==> src/mode_pkg.sv <==
package mode_pkg;
  localparam logic [15:0] TEST_START     = 16'h3F00;
  localparam logic [15:0] TEST_END       = 16'h3FDF;
  localparam int          LATCH_CYCLES   = 2;
  localparam logic [2:0]  LED_ALL_OFF    = 3'h7;
  localparam logic [2:0]  LED_BAD_IO     = 3'h6;
  localparam logic [2:0]  LED_BAD_RAM    = 3'h5;
  localparam logic [2:0]  LED_BAD_ROM    = 3'h4;
  localparam logic [2:0]  LED_BAD_IRQ    = 3'h3;
  localparam logic [2:0]  LED_ALL_ON     = 3'h0;
  localparam int          FLASH_NS       = 1000;
  localparam int          CLK_PERIOD_NS  = 4;
  localparam int          FLASH_CYCLES   = (FLASH_NS + CLK_PERIOD_NS - 1) / CLK_PERIOD_NS;

  typedef enum logic [1:0] {
    FAIL_IO,
    FAIL_RAM,
    FAIL_ROM,
    FAIL_IRQ
  } fail_kind_t;

  typedef struct packed {
    logic       valid;
    fail_kind_t kind;
  } fail_report_t;

  typedef enum {
    ST_SAMPLE,
    ST_USER,
    ST_CHECK,
    ST_FAILED
  } mode_state_t;
endpackage

==> src/reset_mode_select_selfcheck.sv <==
module reset_mode_select_selfcheck #(
  parameter bit IS_EPROM_PART = 1'b0
) (
  input  wire logic                   clk,
  input  wire logic                   rst_n,
  input  wire logic                   irq_high_voltage,
  input  wire logic                   mode_strap_pin,
  input  wire mode_pkg::fail_report_t test_fail,
  input  wire logic                   test_pass,
  output logic                        user_mode,
  output logic                        selfcheck_mode,
  output logic                        bootstrap_mode,
  output logic                        strap_released,
  output logic [15:0]                 start_vector,
  output logic                        report_led_bit3,
  output logic                        report_led_bit1,
  output logic                        report_led_bit0
);
  import mode_pkg::*;

  // Pin synchronisers; first stage read only by second
  logic [1:0]  hv_sync_q;
  logic [1:0]  strap_sync_q;
  logic [1:0]  cnt_q;
  logic [1:0]  cnt_d;
  mode_state_t state_q;
  mode_state_t state_d;
  logic [2:0]  led_q;
  logic [2:0]  led_d;
  logic [2:0]  fail_code;
  logic        enter_check;
  logic        decide_now;
  logic        in_check;
  logic [2:0]  age_q;

  always_ff @(posedge clk or negedge rst_n) begin
    if (!rst_n) begin
      hv_sync_q    <= 2'h0;
      strap_sync_q <= 2'h0;
    end else begin
      hv_sync_q    <= {hv_sync_q[0], irq_high_voltage};
      strap_sync_q <= {strap_sync_q[0], mode_strap_pin};
    end
  end

  // Decide at end of sampling; both pins must be high
  assign enter_check = hv_sync_q[1] & strap_sync_q[1];
  // Pins caught at the first edge need one more to clear the synchroniser,
  // so the choice waits for the saturated count, never on reset zeros
  assign decide_now  = (cnt_q == 2'(LATCH_CYCLES));
  assign cnt_d       = decide_now ? cnt_q : cnt_q + 2'h1;
  // Check and failed states both occupy the self-check slot
  assign in_check    = (state_d == ST_CHECK) || (state_d == ST_FAILED);

  // Failure code lookup, 1 means LED off
  assign fail_code = (test_fail.kind == FAIL_IO)  ? LED_BAD_IO  :
                     (test_fail.kind == FAIL_RAM) ? LED_BAD_RAM :
                     (test_fail.kind == FAIL_ROM) ? LED_BAD_ROM : LED_BAD_IRQ;

  // Mode chosen once; later pin activity ignored
  always_comb begin
    state_d = state_q;
    led_d   = led_q;
    case (state_q)
      ST_SAMPLE: begin
        if (decide_now) begin
          state_d = enter_check ? ST_CHECK : ST_USER;
        end
      end
      ST_USER: state_d = ST_USER;
      ST_CHECK: begin
        // Failure outranks a pass arriving in the same cycle
        if (test_fail.valid) begin
          state_d = ST_FAILED;
          led_d   = fail_code;
        end else if (test_pass) begin
          led_d = ~led_q;
        end
      end
      ST_FAILED: state_d = ST_FAILED;
      default: state_d = ST_SAMPLE;
    endcase
  end

  // Sample counter only runs right after release
  always_ff @(posedge clk or negedge rst_n) begin
    if (!rst_n) begin
      cnt_q   <= 2'h0;
      state_q <= ST_SAMPLE;
      led_q   <= LED_ALL_OFF;
    end else begin
      cnt_q   <= cnt_d;
      state_q <= state_d;
      led_q   <= led_d;
    end
  end

  // Own edge count since release, read by the timing checks only;
  // kept apart from cnt_q so the checks do not trust the logic they judge
  always_ff @(posedge clk or negedge rst_n) begin
    if (!rst_n) begin
      age_q <= 3'h0;
    end else begin
      age_q <= (age_q == 3'h7) ? age_q : age_q + 3'h1;
    end
  end

  // Registered outputs; variant picks bootstrap vs self-check
  always_ff @(posedge clk or negedge rst_n) begin
    if (!rst_n) begin
      user_mode       <= 1'b0;
      selfcheck_mode  <= 1'b0;
      bootstrap_mode  <= 1'b0;
      strap_released  <= 1'b0;
      start_vector    <= 16'h0000;
      report_led_bit3 <= 1'b1;
      report_led_bit1 <= 1'b1;
      report_led_bit0 <= 1'b1;
    end else begin
      user_mode       <= (state_d == ST_USER);
      selfcheck_mode  <= !IS_EPROM_PART && in_check;
      bootstrap_mode  <= IS_EPROM_PART && in_check;
      strap_released  <= (state_d != ST_SAMPLE);
      start_vector    <= (state_d == ST_CHECK || state_d == ST_FAILED) ? TEST_START
                                                                     : 16'h0000;
      report_led_bit3 <= led_d[2];
      report_led_bit1 <= led_d[1];
      report_led_bit0 <= led_d[0];
    end
  end

  // Core checks on mode, timing, vector and report pins
  mode_one_hot_a: assert property (@(posedge clk) disable iff (!rst_n)
    !(user_mode && (selfcheck_mode || bootstrap_mode)))
    else $error("both modes active");
  mode_stable_a: assert property (@(posedge clk) disable iff (!rst_n)
    $rose(user_mode) |=> user_mode [*8])
    else $error("user mode dropped");
  decide_time_a: assert property (@(posedge clk) disable iff (!rst_n)
    $rose(strap_released) |-> cnt_q == 2'(LATCH_CYCLES))
    else $error("strap released at wrong time");
  led_flash_a: assert property (@(posedge clk) disable iff (!rst_n)
    (state_q == ST_CHECK && test_pass && !test_fail.valid)
      |=> report_led_bit0 != $past(report_led_bit0))
    else $error("leds did not toggle");
  fail_code_a: assert property (@(posedge clk) disable iff (!rst_n)
    (state_q == ST_CHECK && test_fail.valid && test_fail.kind == FAIL_RAM)
      |=> {report_led_bit3, report_led_bit1, report_led_bit0} == LED_BAD_RAM)
    else $error("wrong ram code");
  vector_a: assert property (@(posedge clk) disable iff (!rst_n)
    (selfcheck_mode || bootstrap_mode) |-> start_vector == TEST_START)
    else $error("wrong test vector");
  variant_a: assert property (@(posedge clk) disable iff (!rst_n)
    !(selfcheck_mode && bootstrap_mode))
    else $error("both variant modes");
  fail_hold_a: assert property (@(posedge clk) disable iff (!rst_n)
    state_q == ST_FAILED |=> $stable({report_led_bit3, report_led_bit1, report_led_bit0}))
    else $error("fail pattern changed");

  // No mode before the choice; variant decides the slot name
  mode_quiet_a: assert property (@(posedge clk) disable iff (!rst_n)
    !strap_released |-> !(user_mode || selfcheck_mode || bootstrap_mode))
    else $error("mode shown before choice");
  variant_pick_a: assert property (@(posedge clk) disable iff (!rst_n)
    (selfcheck_mode || bootstrap_mode) |-> bootstrap_mode == IS_EPROM_PART)
    else $error("wrong variant slot");

  // Chosen mode must match the pins seen at the decision edge
  check_pick_a: assert property (@(posedge clk) disable iff (!rst_n)
    $rose(strap_released) |-> (selfcheck_mode || bootstrap_mode) == $past(enter_check))
    else $error("check slot mismatch");
  user_pick_a: assert property (@(posedge clk) disable iff (!rst_n)
    $rose(strap_released) |-> user_mode == !$past(enter_check))
    else $error("user mode mismatch");

  // Strap hand-over lands on a fixed edge after release
  release_time_a: assert property (@(posedge clk) disable iff (!rst_n)
    $rose(strap_released) |-> age_q == 3'(LATCH_CYCLES + 1))
    else $error("strap freed at wrong edge");
  strap_hold_a: assert property (@(posedge clk) disable iff (!rst_n)
    (age_q <= 3'(LATCH_CYCLES)) |-> !strap_released)
    else $error("strap freed too early");

  // Later pin traffic never moves the chosen mode
  mode_frozen_a: assert property (@(posedge clk) disable iff (!rst_n)
    strap_released |=> $stable({user_mode, selfcheck_mode, bootstrap_mode}))
    else $error("mode changed after choice");

  // Vector is zero outside the slot and inside the test region in it
  vector_idle_a: assert property (@(posedge clk) disable iff (!rst_n)
    !(selfcheck_mode || bootstrap_mode) |-> start_vector == 16'h0000)
    else $error("vector outside slot");
  vector_region_a: assert property (@(posedge clk) disable iff (!rst_n)
    (start_vector != 16'h0000) |-> (start_vector >= TEST_START && start_vector <= TEST_END))
    else $error("vector outside region");

  // Every report pin flashes; pins stay dark outside self-check
  bit1_flash_a: assert property (@(posedge clk) disable iff (!rst_n)
    (state_q == ST_CHECK && test_pass && !test_fail.valid)
      |=> report_led_bit1 != $past(report_led_bit1))
    else $error("bit1 did not toggle");
  bit3_flash_a: assert property (@(posedge clk) disable iff (!rst_n)
    (state_q == ST_CHECK && test_pass && !test_fail.valid)
      |=> report_led_bit3 != $past(report_led_bit3))
    else $error("bit3 did not toggle");
  led_idle_a: assert property (@(posedge clk) disable iff (!rst_n)
    user_mode |-> {report_led_bit3, report_led_bit1, report_led_bit0} == LED_ALL_OFF)
    else $error("leds lit in user mode");
  sample_dark_a: assert property (@(posedge clk) disable iff (!rst_n)
    !strap_released |-> {report_led_bit3, report_led_bit1, report_led_bit0} == LED_ALL_OFF)
    else $error("leds lit before choice");
  led_user_hold_a: assert property (@(posedge clk) disable iff (!rst_n)
    user_mode |=> $stable({report_led_bit3, report_led_bit1, report_led_bit0}))
    else $error("leds moved in user mode");

  // Remaining failure codes, one per kind
  fail_io_a: assert property (@(posedge clk) disable iff (!rst_n)
    (state_q == ST_CHECK && test_fail.valid && test_fail.kind == FAIL_IO)
      |=> {report_led_bit3, report_led_bit1, report_led_bit0} == LED_BAD_IO)
    else $error("wrong io code");
  fail_rom_a: assert property (@(posedge clk) disable iff (!rst_n)
    (state_q == ST_CHECK && test_fail.valid && test_fail.kind == FAIL_ROM)
      |=> {report_led_bit3, report_led_bit1, report_led_bit0} == LED_BAD_ROM)
    else $error("wrong rom code");
  fail_irq_a: assert property (@(posedge clk) disable iff (!rst_n)
    (state_q == ST_CHECK && test_fail.valid && test_fail.kind == FAIL_IRQ)
      |=> {report_led_bit3, report_led_bit1, report_led_bit0} == LED_BAD_IRQ)
    else $error("wrong irq code");
endmodule

==> config.mk <==
export PLATFORM = sky130hd
export DESIGN_NAME = reset_mode_select_selfcheck
export DESIGN_NICKNAME = d
export VERILOG_FILES = /design/src/mode_pkg.sv /design/src/reset_mode_select_selfcheck.sv
export SDC_FILE = /design/constraint.sdc
export NUM_CORES = 1
export LEC_CHECK = 0
export ABC_AREA = 1
export BUFFER_PORTS_ARGS = -buffer_cell sky130_fd_sc_hd__buf_4
export CAP_MARGIN = 20
export CORE_AREA = 10 10 69 71
export CTS_CLUSTER_SIZE = 28
export DETAILED_ROUTE_END_ITERATION = 8
export DIE_AREA = 0 0 79 81
export GPL_TIMING_DRIVEN = 0
export PLACE_DENSITY = 0.75
export SYNTH_ARGS = -nofsm -noshare
export SYNTH_HDL_FRONTEND = slang
export SYNTH_SLANG_ARGS = --single-unit
export TNS_END_PERCENT = 10
==> constraint.sdc <==
create_clock -name clk -period 1.7 [get_ports clk]
set_clock_uncertainty 0.2 [all_clocks]
set_input_delay 0.34 -clock clk [delete_from_list [all_inputs] [get_ports clk]]
set_output_delay 0.34 -clock clk [all_outputs]
set_load 0.02 [all_outputs]
==> results by group <==
Worst setup path
  – CP startpoint: start_vector[12]
  – Reg2reg setup slack: about 0.15 ns
  – Crit end category: output pin
  – Worst EP required: 1.16 ns
  – FF-to-FF End: user_mode
  – Setup crit start kind: flop
  – Crit Path Class: flop to output pin
  – RR Startpoint: cnt_q[0]
  – Peak fanout along the critical path: 7
  – Crit path arrival time: about 1.1 ns
  – R2r worst-path depth: 7

STA
  – Number of setup violations in the final report: 0
  – Worst Max-Slew Pin Slew: roughly 0.51 ns
  – Final TNS setup: 0 ns
  – Fin. max-slew vios: 0
  – Worst slew margin: 0.659
  – Endpoints failing hold: 0
  – Setup ws final: ~0.067 ns
  – Unrepaired setup endpoints after global routing: false
  – Fmax: around 610 MHz
  – Tcrit/Tclk final: 0.961
  – Final worst path period need: ~1.6 ns

Yosys
  – Mapped Cells: between 150 and 200
  – Dominant cells by area after synthesis: dfrtp_1 (58%), buf_4 (7.2%), nand2_1 (5.9%)
  – Register area share after synthesis: 0.620
  – Synth cell types: 21
  – Dominant cell type by area after synthesis: dfrtp_1
  – Synthesized cell area: 0.00178 mm²
  – Synth top area share: 0.576
  – YS warnings: 0
  – Avg Inst Size Synth: between 10 and 15 µm²
  – #FFs+latches synth: 44

Route
  – WL/cell: roughly 8.6 µm
  – Vias: about 1100
  – Vias per cell: 3.89
  – First-pass DRT Iterations: 4
  – Post-route antenna net violation count: 0
  – DR DRC count: 0
  – Routed WL: ~2.5 mm
  – Initial DRC count: 33

Floorplanning
  – Die height: 81 µm
  – Num ports: 31
  – Core ar.: between 0.003 and 0.004 mm²
  – Die width: approximately 79 µm
  – Die Footprint: 0.00640 mm²
  – Initial core utilization: 0.506
  – Row count: 22

Power and ir drop
  – Clock power share: 0.280
  – Lkg Pwr: approximately 0.0012 µW
  – NetSw: 412 µW
  – Pwr dens: ~770 mW/mm²
  – P_int: about 1300 µW
  – VDD IR-drop max: between 600 and 700 µV
  – Power Total: between 1500 and 2000 µW
  – Comb pwr share: 0.076
  – Seq pwr share: 0.644
  – Sw frac: 0.241

Flow run
  – Max-cap violations: 0

GRT
  – GRT Util Overall: 0.0862
  – Pin count of the biggest net entering global routing: between 40 and 50
  – Global-route wire length before repair: roughly 4.4 mm
  – Remaining global-route overflow: 0
  – Vias in the first global route: 1072
  – Initial antenna violation count: 0

Place
  – DP HPWL: between 1.5 and 2 mm
  – Post-Place Worst Slack: approximately 0.074 ns
  – IO buf count: 19
  – Placer Congestion: 0.789

CTS
  – CTS root buf: clkbuf_4
  – CTS Sinks: 44
  – TritonCTS Buffers: 5
  – Worst-path clk slew: 0.12 ns
  – Clock Path Buffers: 2
  – Htree depth: 2
  – Skew-Pair Late Insertion Delay: about 0.35 ns
  – CTS tree: done

Finish
  – Fillers: between 300 and 400
  – Antenna fix cells: 0
  – Nets: 254
  – Area Overhead vs Synth: 25.1%
  – Fraction of layout cells with a size suffix above 1: 0.278

Run status
  – Status: complete, no violations

Worst hold path
  – Worst min path class: primary input to flop
  – WHS Path Cells: 4
  – Worst Hold End: led_q[0]
  – HP Start: test_pass
[metrics by stage]
step	cell area, µm²	hold slack, ns	utilization	instances
2_1_floorplan	1930	-0.156	-	215
5_1_grt	2230	0.102	0.632	293
3_5_place_dp	2130	0.138	0.606	282
4_1_cts	2220	0.0612	0.631	293
6_report	2230	0.0743	0.632	293
3_3_place_gp	2130	0.133	0.606	282
[layer usage]
layer,up-vias,share of wire,global-route usage,wire length (µm)
met5,-,0,0,0
met4,0,0.017,0.0412,44
met3,6,0.095,0.0508,239
met2,25,0.50,0.153,1270
met1,501,0.39,0.0774,971
li1,608,-,-,-
[worst max-delay path, cell delays in order, from the launching register on]
cell	delay (ns)
dfrtp_2	0.46
buf_4	0.14
buf_4	0.14
[logic make-up (layout without fill, tap and decap cells)]
family / Yosys count / count (layout) / share of synthesized area
other: 1 / 41 / 0.00210
adders and majority gates: 2 / 2 / 0.0140
DFF: 44 / 44 / 0.620
xor gates and xnor gates: 1 / 1 / 0.00492
and+or+nand+nor: 73 / 73 / 0.199
buffers and inverters: 44 / 74 / 0.129
AOI/OAI and AO/OA: 10 / 10 / 0.0316
[layout make-up]
class,count,area [µm²],share of cell area
Buffer,17,128,0.0573
Clock buffer,6,41.3,0.0185
Clock inverter,2,16.3,0.00730
Inverter,27,101,0.0455
Multi-Input combinational cell,127,603,0.271
Sequential cell,44,1110,0.496
Tap cell,48,60.1,0.0270
Timing Repair Buffer,22,173,0.0775
[worst max path at each step]
stage                     cells after the start  slack, ns          endpoint
final                                         2       0.07  start_vector[12]
after floorplan                               7       0.27    strap_released
after global routing                          2      0.007  start_vector[10]
after CTS                                     7       0.02    strap_released
after global placement                        7        0.1    strap_released
after detailed placement                      7       0.07        state_q[0]
[synth_stat cells (all sizes together)]
cell type and number:
ha 2, nand3 9, nor3 1, dfstp 3
nand2 32, buf 17, o22ai 2, conb 1
nor2 30, xnor2 1, nand4 1, inv 27
dfrtp 41, o21ai 8
[cell usage in the layout, fill, tap and decap left out, types with 3 or more instances in the layout]
master	synthesis	final
nand2_1	28	28
nand3_1	7	7
nand2_2	4	4
conb_1	1	41
nor2_2	7	8
dfstp_2	3	3
dlygate4sd3_1	0	3
dfrtp_1	41	40
clkbuf_4	0	5
inv_1	26	26
nor2_1	20	19
buf_4	17	36
o21ai_0	4	4
o21ai_1	3	3
nor2_4	3	3
[registers in the layout, indices dropped and copies added (netlist names)]
| name | flops |
|---|---|
| state_q | 32 |
| led_q | 3 |
| cnt_q | 2 |
| hv_sync_q | 2 |
| strap_sync_q | 2 |
| start_vector | 1 |
| strap_released | 1 |
| user_mode | 1 |
[power groups by stage]
| stage | combinational, µW | sequential [µW] | clock (µW) |
|---|---|---|---|
| finish | 130 | 1100 | 480 |
| global placement | 122 | 1120 | 0 |
| global route | 151 | 1110 | 548 |
| floorplan | 84.5 | 1120 | 0 |
| detailed placement | 124 | 1120 | 0 |
| CTS | 130 | 1100 | 506 |
[timing repair]
| action | CTS | global route |
|---|---|---|
| setup endpoints to repair | 0 | 9 |
| hold endpoints to repair | 43 | 0 |
| gates resized for setup | 0 | 3 |
| hold buffers | 3 | 0 |
| setup buffers | 0 | 0 |
Power figures use the tool's default switching activity.
